<file path="src/wd_pkg.sv">
// Constants, types and register map for the watchdog timer.
package wd_pkg;

  // ==========================================================================
  // Timing
  localparam int unsigned CLK_HZ = 100_000_000;
  localparam int unsigned LF_HZ = 31_000;
  localparam int unsigned LF_DIV = CLK_HZ / LF_HZ;
  localparam int unsigned LF_DIV_W = 12;
  localparam int unsigned PRESC_W = 23;

  // ==========================================================================
  // Register map, word index on the register port
  localparam int unsigned ADDR_W = 3;
  localparam logic [2:0] REG_CONTROL = 3'h0;
  localparam logic [2:0] REG_IRQ_STATUS = 3'h1;
  localparam logic [2:0] REG_IRQ_CLEAR = 3'h2;
  localparam logic [2:0] REG_IRQ_ENABLE = 3'h3;
  localparam logic [2:0] REG_CORE_STATUS = 3'h4;

  // Control register fields
  localparam int unsigned CTL_EN_BIT = 0;
  localparam int unsigned CTL_PS_LSB = 1;
  localparam int unsigned CTL_PS_MSB = 5;
  localparam logic [4:0] PS_RESET = 5'h0b;
  localparam logic [4:0] PS_MAX = 5'h12;
  localparam logic [4:0] PS_MIN_SHIFT = 5'h05;

  // Interrupt status bits
  localparam int unsigned IRQ_W = 2;
  localparam int unsigned IRQ_RESET_BIT = 0;
  localparam int unsigned IRQ_WAKE_BIT = 1;

  // Core status bits
  localparam int unsigned CS_TO_N_BIT = 0;
  localparam int unsigned CS_PD_N_BIT = 1;
  localparam int unsigned CS_ACTIVE_BIT = 2;
  localparam int unsigned CS_ASLEEP_BIT = 3;

  // ==========================================================================
  // Types
  typedef enum logic [1:0] {
    WD_MODE_OFF = 2'h0,
    WD_MODE_SOFT = 2'h1,
    WD_MODE_NSLEEP = 2'h2,
    WD_MODE_ON = 2'h3
  } wd_mode_e;

  typedef enum logic [2:0] {
    WD_PWR_AWAKE = 3'h1,
    WD_PWR_ASLEEP = 3'h2,
    WD_PWR_OST_HOLD = 3'h4
  } wd_pwr_e;

  // Events from the processor core and the oscillator logic.
  typedef struct packed {
    logic clear_watchdog_instruction;
    logic sleep_enter;
    logic sleep_exit;
    logic osc_fail;
    logic osc_startup_timer;
  } wd_core_evt_s;

  typedef struct packed {
    logic [ADDR_W-1:0] addr;
    logic [7:0] wdata;
    logic wr;
    logic rd;
  } wd_reg_req_s;

endpackage

</file>
<file path="src/wd_watchdog_timer.sv">
// Watchdog timer: low-frequency tick, prescaler, mode gating, registers and interrupt.
//
// The plain strobed port and the placing of the registers were chosen for this implementation.
module wd_watchdog_timer #(
  parameter int unsigned PRESC_BITS = 23,
  parameter int unsigned LF_DIVIDE = 3225
) (
  // Clock and reset
  input wire logic clk,
  input wire logic sys_rst,
  // Configuration word and clock source
  input wire wd_pkg::wd_mode_e watchdog_mode_cfg,
  input wire logic xtal_clock,
  // Core and oscillator events
  input wire wd_pkg::wd_core_evt_s core_evt,
  // Register port
  input wire wd_pkg::wd_reg_req_s reg_req,
  output logic [7:0] reg_rdata,
  // Requests and status
  output logic wd_reset_req,
  output logic wd_wake_req,
  output logic timeout_status_flag_n,
  output logic powerdown_status_flag_n,
  output logic irq
);
  import wd_pkg::*;

  // ==========================================================================
  // Elaboration checks
  if (PRESC_BITS != PRESC_W)
  begin : g_bad_presc
    $error("prescaler width must be 23");
  end
  if (LF_DIVIDE < 2 || LF_DIVIDE >= (1 << LF_DIV_W))
  begin : g_bad_div
    $error("low-frequency divider out of range");
  end

  // ==========================================================================
  // Prescale limit: ratio 32 << n, reserved codes fall back to 1:32.
  function automatic logic [PRESC_W-1:0] period_limit(input logic [4:0] ps);
    logic [4:0] shift;
    logic [PRESC_W:0] ratio;
    shift = (ps > PS_MAX) ? PS_MIN_SHIFT : 5'(ps + PS_MIN_SHIFT);
    ratio = (PRESC_W + 1)'(1) << shift;
    return PRESC_W'(ratio - (PRESC_W + 1)'(1));
  endfunction

  // ==========================================================================
  // Low-frequency tick
  logic [LF_DIV_W-1:0] lf_div_ff;
  logic lf_tick_ff;

  // The divider runs from reset and no system clock selection feeds it, so
  // switching the internal oscillator divider cannot disturb the count.
  always_ff @(posedge clk or posedge sys_rst)
  begin
    if (sys_rst)
    begin
      lf_div_ff <= '0;
      lf_tick_ff <= 1'b0;
    end
    else if (lf_div_ff == LF_DIV_W'(LF_DIVIDE - 1))
    begin
      lf_div_ff <= '0;
      lf_tick_ff <= 1'b1;
    end
    else
    begin
      lf_div_ff <= lf_div_ff + LF_DIV_W'(1);
      lf_tick_ff <= 1'b0;
    end
  end

  // ==========================================================================
  // Control register
  logic soft_enable_ff;
  logic [4:0] period_select_ff;
  logic wr_ctl;

  assign wr_ctl = reg_req.wr && (reg_req.addr == REG_CONTROL);

  always_ff @(posedge clk or posedge sys_rst)
  begin
    if (sys_rst)
    begin
      soft_enable_ff <= 1'b0;
      period_select_ff <= PS_RESET;
    end
    else if (wr_ctl)
    begin
      soft_enable_ff <= reg_req.wdata[CTL_EN_BIT];
      period_select_ff <= reg_req.wdata[CTL_PS_MSB:CTL_PS_LSB];
    end
  end

  // ==========================================================================
  // Power state
  wd_pwr_e pwr_ff;
  wd_pwr_e nxt_pwr;
  logic ost_seen_ff;
  logic timeout;
  logic asleep;

  assign asleep = (pwr_ff == WD_PWR_ASLEEP);

  always_comb
  begin
    nxt_pwr = pwr_ff;
    unique case (pwr_ff)
      WD_PWR_AWAKE:
      begin
        if (core_evt.sleep_enter)
        begin
          nxt_pwr = WD_PWR_ASLEEP;
        end
      end
      WD_PWR_ASLEEP:
      begin
        if (core_evt.sleep_exit || timeout)
        begin
          nxt_pwr = xtal_clock ? WD_PWR_OST_HOLD : WD_PWR_AWAKE;
        end
      end
      WD_PWR_OST_HOLD:
      begin
        if (ost_seen_ff && !core_evt.osc_startup_timer)
        begin
          nxt_pwr = WD_PWR_AWAKE;
        end
      end
      default:
      begin
        nxt_pwr = WD_PWR_AWAKE;
      end
    endcase
  end

  always_ff @(posedge clk or posedge sys_rst)
  begin
    if (sys_rst)
    begin
      pwr_ff <= WD_PWR_AWAKE;
    end
    else
    begin
      pwr_ff <= nxt_pwr;
    end
  end

  // Start-up timer must have been seen running before its end releases the hold.
  always_ff @(posedge clk or posedge sys_rst)
  begin
    if (sys_rst)
    begin
      ost_seen_ff <= 1'b0;
    end
    else if (pwr_ff != WD_PWR_OST_HOLD)
    begin
      ost_seen_ff <= 1'b0;
    end
    else if (core_evt.osc_startup_timer)
    begin
      ost_seen_ff <= 1'b1;
    end
  end

  // ==========================================================================
  // Mode gating
  logic active;

  always_comb
  begin
    unique case (watchdog_mode_cfg)
      WD_MODE_ON: active = 1'b1;
      WD_MODE_NSLEEP: active = !asleep;
      WD_MODE_SOFT: active = soft_enable_ff;
      WD_MODE_OFF: active = 1'b0;
    endcase
  end

  // ==========================================================================
  // Prescaler and timeout
  logic [PRESC_W-1:0] presc_ff;
  logic clear_cnt;

  assign clear_cnt = core_evt.clear_watchdog_instruction
    || core_evt.sleep_enter
    || core_evt.sleep_exit
    || core_evt.osc_fail
    || core_evt.osc_startup_timer
    || !active
    || (pwr_ff == WD_PWR_OST_HOLD);

  // A clear instruction in the same tick as the terminal count wins, so the
  // software that kept its promise is never reset.
  assign timeout = lf_tick_ff && !clear_cnt
    && (presc_ff == period_limit(period_select_ff));

  always_ff @(posedge clk or posedge sys_rst)
  begin
    if (sys_rst)
    begin
      presc_ff <= '0;
    end
    else if (clear_cnt || timeout)
    begin
      presc_ff <= '0;
    end
    else if (lf_tick_ff)
    begin
      // Lowering the period below the count would otherwise run for 2^23 ticks.
      presc_ff <= (presc_ff > period_limit(period_select_ff)) ? '0
        : presc_ff + PRESC_W'(1);
    end
  end

  // ==========================================================================
  // Request pulses and core status flags
  always_ff @(posedge clk or posedge sys_rst)
  begin
    if (sys_rst)
    begin
      wd_reset_req <= 1'b0;
      wd_wake_req <= 1'b0;
    end
    else
    begin
      wd_reset_req <= timeout && !asleep;
      wd_wake_req <= timeout && asleep;
    end
  end

  always_ff @(posedge clk or posedge sys_rst)
  begin
    if (sys_rst)
    begin
      timeout_status_flag_n <= 1'b1;
      powerdown_status_flag_n <= 1'b1;
    end
    else if (timeout)
    begin
      timeout_status_flag_n <= 1'b0;
      powerdown_status_flag_n <= !asleep;
    end
    else if (core_evt.sleep_enter && !asleep)
    begin
      timeout_status_flag_n <= 1'b1;
      powerdown_status_flag_n <= 1'b0;
    end
    else if (core_evt.clear_watchdog_instruction)
    begin
      timeout_status_flag_n <= 1'b1;
      powerdown_status_flag_n <= 1'b1;
    end
  end

  // ==========================================================================
  // Interrupt status, enable and clear
  logic [IRQ_W-1:0] irq_stat_ff;
  logic [IRQ_W-1:0] irq_en_ff;
  logic [IRQ_W-1:0] irq_set;
  logic [IRQ_W-1:0] irq_clr;

  assign irq_set = {wd_wake_req, wd_reset_req};
  assign irq_clr = (reg_req.wr && reg_req.addr == REG_IRQ_CLEAR)
    ? reg_req.wdata[IRQ_W-1:0] : '0;

  // A new event in the cycle of its clear stays set.
  always_ff @(posedge clk or posedge sys_rst)
  begin
    if (sys_rst)
    begin
      irq_stat_ff <= '0;
    end
    else
    begin
      irq_stat_ff <= (irq_stat_ff & ~irq_clr) | irq_set;
    end
  end

  always_ff @(posedge clk or posedge sys_rst)
  begin
    if (sys_rst)
    begin
      irq_en_ff <= '0;
    end
    else if (reg_req.wr && reg_req.addr == REG_IRQ_ENABLE)
    begin
      irq_en_ff <= reg_req.wdata[IRQ_W-1:0];
    end
  end

  always_ff @(posedge clk or posedge sys_rst)
  begin
    if (sys_rst)
    begin
      irq <= 1'b0;
    end
    else
    begin
      irq <= |(((irq_stat_ff & ~irq_clr) | irq_set) & irq_en_ff);
    end
  end

  // ==========================================================================
  // Register read, data in the cycle after the strobe only
  logic [7:0] nxt_rdata;

  always_comb
  begin
    nxt_rdata = '0;
    unique case (reg_req.addr)
      REG_CONTROL:
      begin
        nxt_rdata[CTL_EN_BIT] = soft_enable_ff;
        nxt_rdata[CTL_PS_MSB:CTL_PS_LSB] = period_select_ff;
      end
      REG_IRQ_STATUS: nxt_rdata[IRQ_W-1:0] = irq_stat_ff;
      REG_IRQ_ENABLE: nxt_rdata[IRQ_W-1:0] = irq_en_ff;
      REG_CORE_STATUS:
      begin
        nxt_rdata[CS_TO_N_BIT] = timeout_status_flag_n;
        nxt_rdata[CS_PD_N_BIT] = powerdown_status_flag_n;
        nxt_rdata[CS_ACTIVE_BIT] = active;
        nxt_rdata[CS_ASLEEP_BIT] = asleep;
      end
      default: nxt_rdata = '0;
    endcase
  end

  always_ff @(posedge clk or posedge sys_rst)
  begin
    if (sys_rst)
    begin
      reg_rdata <= '0;
    end
    else
    begin
      reg_rdata <= reg_req.rd ? nxt_rdata : 8'h00;
    end
  end

endmodule

</file>
<file path="config.mk">
export PLATFORM = sky130hd
export DESIGN_NAME = wd_watchdog_timer
export DESIGN_NICKNAME = d
export VERILOG_FILES = /design/src/wd_pkg.sv /design/src/wd_watchdog_timer.sv
export SDC_FILE = /design/constraint.sdc
export NUM_CORES = 1
export LEC_CHECK = 0
export ABC_AREA = 1
export BUFFER_PORTS_ARGS = -buffer_cell sky130_fd_sc_hd__buf_2
export CAP_MARGIN = 25
export CELL_PAD_IN_SITES_DETAIL_PLACEMENT = 0
export CELL_PAD_IN_SITES_GLOBAL_PLACEMENT = 1
export CORE_AREA = 2 2 102 124
export DETAILED_ROUTE_END_ITERATION = 16
export DIE_AREA = 0 0 104 126
export PLACE_DENSITY_LB_ADDON = 0.1
export SYNTH_ARGS = -nofsm -noshare
export SYNTH_HDL_FRONTEND = slang
export SYNTH_SLANG_ARGS = --single-unit
</file>
<file path="constraint.sdc">
create_clock -name clk -period 10 [get_ports clk]
set_input_delay 0.5 -clock clk [delete_from_list [all_inputs] [get_ports clk]]
set_output_delay 0.5 -clock clk [all_outputs]
set_load 0.05 [all_outputs]
</file>
Word level (Yosys, flattened, before mapping). Cells that the tools add are included.

Flip-flop bits (word level): 61. Input port bits: 23. Output and inout port bits: 13. Logic and storage cells: 94.

Add/subtract/negate cells: 4. Order comparisons: 2. Eq/ne operators: 16. Shift-type cells: 1. Mux-type cells: 24. Bitwise logic cells: 4. Reductions and logical operators: 28.

Operators with widths (count): $mux 23 (3); $add 23x1->23 const B (1); $eq 23x23->1 (1); $gt 23x23->1 (1); $shl 1x5->23 const A (1); $sub 23x1->23 const B (1); $add 12x1->12 const B (1); $eq 12x12->1 const B (1); $mux 12 (1); $mux 3 (4); $eq 3x2->1 const B (3); $logic_and 1x1->1 (9); $pmux 3 s3 (1); $logic_or 1x1->1 (8); $mux 1 (8); $pmux 2 s4 (1); $eq 3x1->1 const B (2); $eq 3x3->1 const B (2); $mux 6 (1); $add 5x3->5 const B (1); $gt 5x5->1 const B (1); $mux 5 (1); $and 2x2->2 (2); $eq 2x2->1 const B (2); other kinds (16) (22).

Longest topological paths before layout.
Word-level depth: 12. Gate-level depth with buffers: 29. Gate-level depth less buffers: 27.

Worst setup path after synthesis. OpenSTA, ideal clock, no wires.

Path kind: flip-flop to flip-flop. Start: register period_select_ff[0]. End: register presc_ff[11]. Library setup time: 0.121 ns. Data arrival time: 3.566 ns. Data required time: 9.879 ns. Path slack: 6.313 ns. Cell stages (with the launch flop): 29. Buffers on the path: 3. Clock period less this slack: 3.687 ns. Cell sequence: dfstp_2 > buf_6 > inv_1 > ha_1 > inv_1 > nand2_1 > nand2_2 > nand2_4 > buf_8 > nand4_2 > inv_2 > nand2_1 > ha_1 > nand3_4 > nor2_4 > nand2_1 > nand2_1 > nand2_1 > ha_1 > nand2_1 > nor2_1 > nand2_1 > nor3_1 > nand2_1 > nand2_1 > nor2_1 > nor2_2 > buf_2 > nor2_1.

Longest elaborated chain between the ends: 8. Elaborated cells between the ends (all ways): 13. Classes of those cells: add/sub: 2; order compare: 2; eq/ne: 1; shift: 1; mux: 4; reduce/logical: 3.

Ends and longest elaborated chain: from (decl) (RTL line wd_watchdog_timer.sv:78) `logic [4:0] period_select_ff;`; from (signal assigned) (RTL line wd_watchdog_timer.sv:93) `period_select_ff <= reg_req.wdata[CTL_PS_MSB:CTL_PS_LSB];`; $add 5x3->5 / $gt 5x5->1 (equally long branches) (RTL line wd_watchdog_timer.sv:44) `shift = (ps > PS_MAX) ? PS_MIN_SHIFT : 5'(ps + PS_MIN_SHIFT);`; $mux 5 * (RTL line wd_watchdog_timer.sv:44); $shl 1x5->23 * (RTL line wd_watchdog_timer.sv:45) `ratio = (PRESC_W + 1)'(1) << shift;`; $sub 23x1->23 * (RTL line wd_watchdog_timer.sv:46) `return PRESC_W'(ratio - (PRESC_W + 1)'(1));`; $gt 23x23->1 / $eq 23x23->1 (equally long branches) (RTL line wd_watchdog_timer.sv:213, wd_watchdog_timer.sv:198); $mux 23 / $logic_and 1x1->1 (equally long branches) (RTL line wd_watchdog_timer.sv:213, wd_watchdog_timer.sv:198); $mux 23 / $logic_or 1x1->1 (equally long branches) (RTL line wd_watchdog_timer.sv:210, wd_watchdog_timer.sv:206); $mux 23 / $reduce_bool 2->1 (equally long branches); to (signal assigned) (RTL line wd_watchdog_timer.sv:213) `presc_ff <= (presc_ff > period_limit(period_select_ff)) ? '0`; to (decl) (RTL line wd_watchdog_timer.sv:184) `logic [PRESC_W-1:0] presc_ff;`.

Every way passes the cells marked *; elsewhere a longest branch is shown, timed or not. The select of a mux whose other input is x is not followed. A chain may end at the register's enable or synchronous reset.

Worst setup path in the final report.
Start: register period_select_ff[0]. End: register presc_ff[13].

Same word-level chain as after synthesis.

==> results.ini <==
[power]
p_leak_nw=2.69
power_density_nw_per_um2=189
total_power_mw=1.00
ir_drop_mv=0.0930

[global_route]
grt_pass1_wl_mm=19.8
globalRouteTotalUtil_pct=18.6
grt_overflow=0
grt_pass1_vias=4084
antenna_found_initial=0
grt_max_degree=62

[placement]
gp_congestion=0.864
hpwlAfterDp_mm=9.04
place_area_um2=4960
dp_slack_ps=5300
port_buffers=31
dp_cells=848

[detailed_routing]
drt-initial-drc-count=177
wl_mm=11.4
drc=0
wire_per_inst_um=13.2
postRouteAntennaNets=0
vias=4202
drt-vias-per-instance=4.86
dr.pass1.iters=4

[layout]
fin_nets=750
fill_cells=1275
stdcell_count=864
utilization_pct=44.7
fin_area_um2=5310
layout-drive-gt1-share_pct=14.9
antenna_cells=0
area_delta_synth_final_pct=14.2

[clock_tree]
numClockSinks=61
cts_root_buf=clkbuf_16
cts_tree=yes
cts-resized-gates=0
clk_latency_ps=330
cts_buffers=9
cts.htree.levels=3
max-clock-path-buffers=2
cts_hold_repair.buffers=0
path_clk_slew_ps=50
cts_setup_buffers=0

[setup_path]
cp_top_family=simple AND/OR/NAND/NOR gates
reg2reg_to=presc_ff[13]
r2r-start=period_select_ff[0]
worst-path-stages=25
cp.arrival_ps=4870
crit_slowest_cell=dfstp_2
r2r_cells=25
crit_type=flop to flop
cp_max_fo=16
crit_buf_inv=4
cpMostUsedCell=nand2_1
r2r_slack_ps=5320
critPathRequiredTime_ps=10190
cp-end-kind=flop
critPathCapture=presc_ff[13]
startpoint_type=flop
cp-startpoint=period_select_ff[0]
max_stage_delay_ps=670

[timing]
holdWs_ps=399
rsz0062_at_grt=no
min_period_ps=4680
slew_viol_final=0
slew_headroom_pct=47.3
tightest_slew_ps=790
fmax_mhz=214
finClkSkew_ps=8.48
fin_ws_ps=5320
setup_viol=0
hold_viol_final=0
post-route-period-util_pct=46.8
fin_tns_setup_ps=0

[floorplan]
ios=36
die_h_um=126
fp.dieW_um=104
dieArea_um2=13100
placementRows=44
core_um2=11900
start_util_pct=39.1

[synth]
syn_avg_cell_area_um2=7.04
yosys-top-cells-area=dfrtp_1 (30%), nand2_1 (12%), nor2_1 (9.6%)
yosysUniqueCellTypes=48
synth_area_um2=4650
yosysWarnings=0
ys_ff_latch=61
syn_inst=661
yosysTopAreaCellShare_pct=29.6
yosysSeqAreaShare_pct=33.0
yosysTopAreaCell=dfrtp_1

[run]
cap_viol_max_count=0

[status]
status=complete, no violations

[hold_path]
hold_path.class=input pin to asynchronous set/reset pin

-- synth_stat cells, drive strengths merged --
| cell | instances |
|---|---|
| nand3b | 2 |
| nand2 | 162 |
| nor4 | 3 |
| xnor2 | 2 |
| o22ai | 1 |
| a21oi | 23 |
| a221oi | 2 |
| ha | 29 |
| nand4 | 20 |
| inv | 91 |
| buf | 6 |
| o2bb2ai | 1 |
| o221a | 1 |
| mux2 | 1 |
| o31ai | 1 |
| or2 | 2 |
| o21ai | 29 |
| dfrtp | 55 |
| o21bai | 2 |
| or3 | 1 |
| a22o | 1 |
| o21a | 1 |
| clkbuf | 1 |
| nor2b | 1 |
| nor2 | 132 |
| dfstp | 6 |
| o2111ai | 1 |
| xor2 | 17 |
| conb | 1 |
| nand3 | 44 |
| nor3 | 20 |
| a22oi | 1 |
| o221ai | 1 |
-- worst min-delay path by stage --
| stage | endpoint | slack [ps] |
|---|---|---|
| final | ost_seen_ff | 400 |
| after global routing | period_select_ff[1] | 400 |
| after CTS | period_select_ff[1] | 390 |
| after detailed placement | ost_seen_ff | 490 |
| after global placement | ost_seen_ff | 480 |
| after floorplan | lf_div_ff[0] | 450 |
-- cells in the final DEF, fill, tap and decap left out, types with 15 or more instances in the layout --
cell type	n
xor2_1	17
nand3_1	40
nand4_1	15
nor2_1	119
nor3_1	19
nand2_1	148
o21ai_0	26
a21oi_1	23
inv_1	82
ha_1	29
buf_2	31
dfrtp_1	55
-- power by group --
| part | switching [mW] | internal [mW] |
|---|---|---|
| Sequential | 0.0162 | 0.267 |
| Combinational | 0.241 | 0.114 |
| Clock | 0.114 | 0.250 |
| Total | 0.372 | 0.631 |
-- sequential cells by signal (all words and copies together), names as in the netlist, 2 cells and up --
name	flops
reg_rdata	6
period_select_ff	5
pwr_ff	3
irq_stat_ff	2
lf_div_ff	12
irq_en_ff	2
presc_ff	23
-- routing by layer --
metal	track usage (%)	wire [um]
met5	0	0
met4	5.01	144
met3	2.48	311
met2	33.0	5600
met1	23.9	5350
-- worst reg2reg max path: stages (launching register included) --
cell	delay (ps)
dfstp_2	670
inv_1	190
ha_1	240
inv_1	50
nand2_1	60
nand2_2	80
nand2_4	140
o21ai_2	170
nand2_4	130
inv_2	140
nand2_1	110
ha_1	280
nand2_4	140
nor2_1	70
nand3_1	80
nand2_1	90
ha_1	310
nand2_1	90
inv_1	80
nand2_1	50
nor3_1	320
nand2_1	260
nand2_1	110
nor2_1	80
nor2_2	480
nor2_1	110
-- kinds of logic (layout without fill, tap and decap cells) --
| group | Yosys count | in the layout | share of synthesized area [%] |
|---|---|---|---|
| adders and majority gates | 29 | 29 | 7.80 |
| AOI/OAI and AO/OA | 65 | 65 | 7.99 |
| DFF | 61 | 61 | 33.0 |
| and+or+nand+nor | 387 | 387 | 38.8 |
| xor gates and xnor gates | 19 | 19 | 3.58 |
| buffers and inverters | 98 | 139 | 8.53 |
| muxes | 1 | 1 | 0.242 |
| other | 1 | 2 | 0.0806 |
-- final cells by class --
class / instances / area [um2] / area share [%]
clock inverters: 6 / 109 / 2.05
flip-flops and latches: 61 / 1530 / 28.9
well taps: 161 / 201 / 3.79
multi-input cells: 503 / 2730 / 51.3
inverters: 91 / 342 / 6.43
clock buffers: 10 / 239 / 4.50
repair buffers: 32 / 163 / 3.06
No activity file was read; power rests on OpenSTA's default activity.
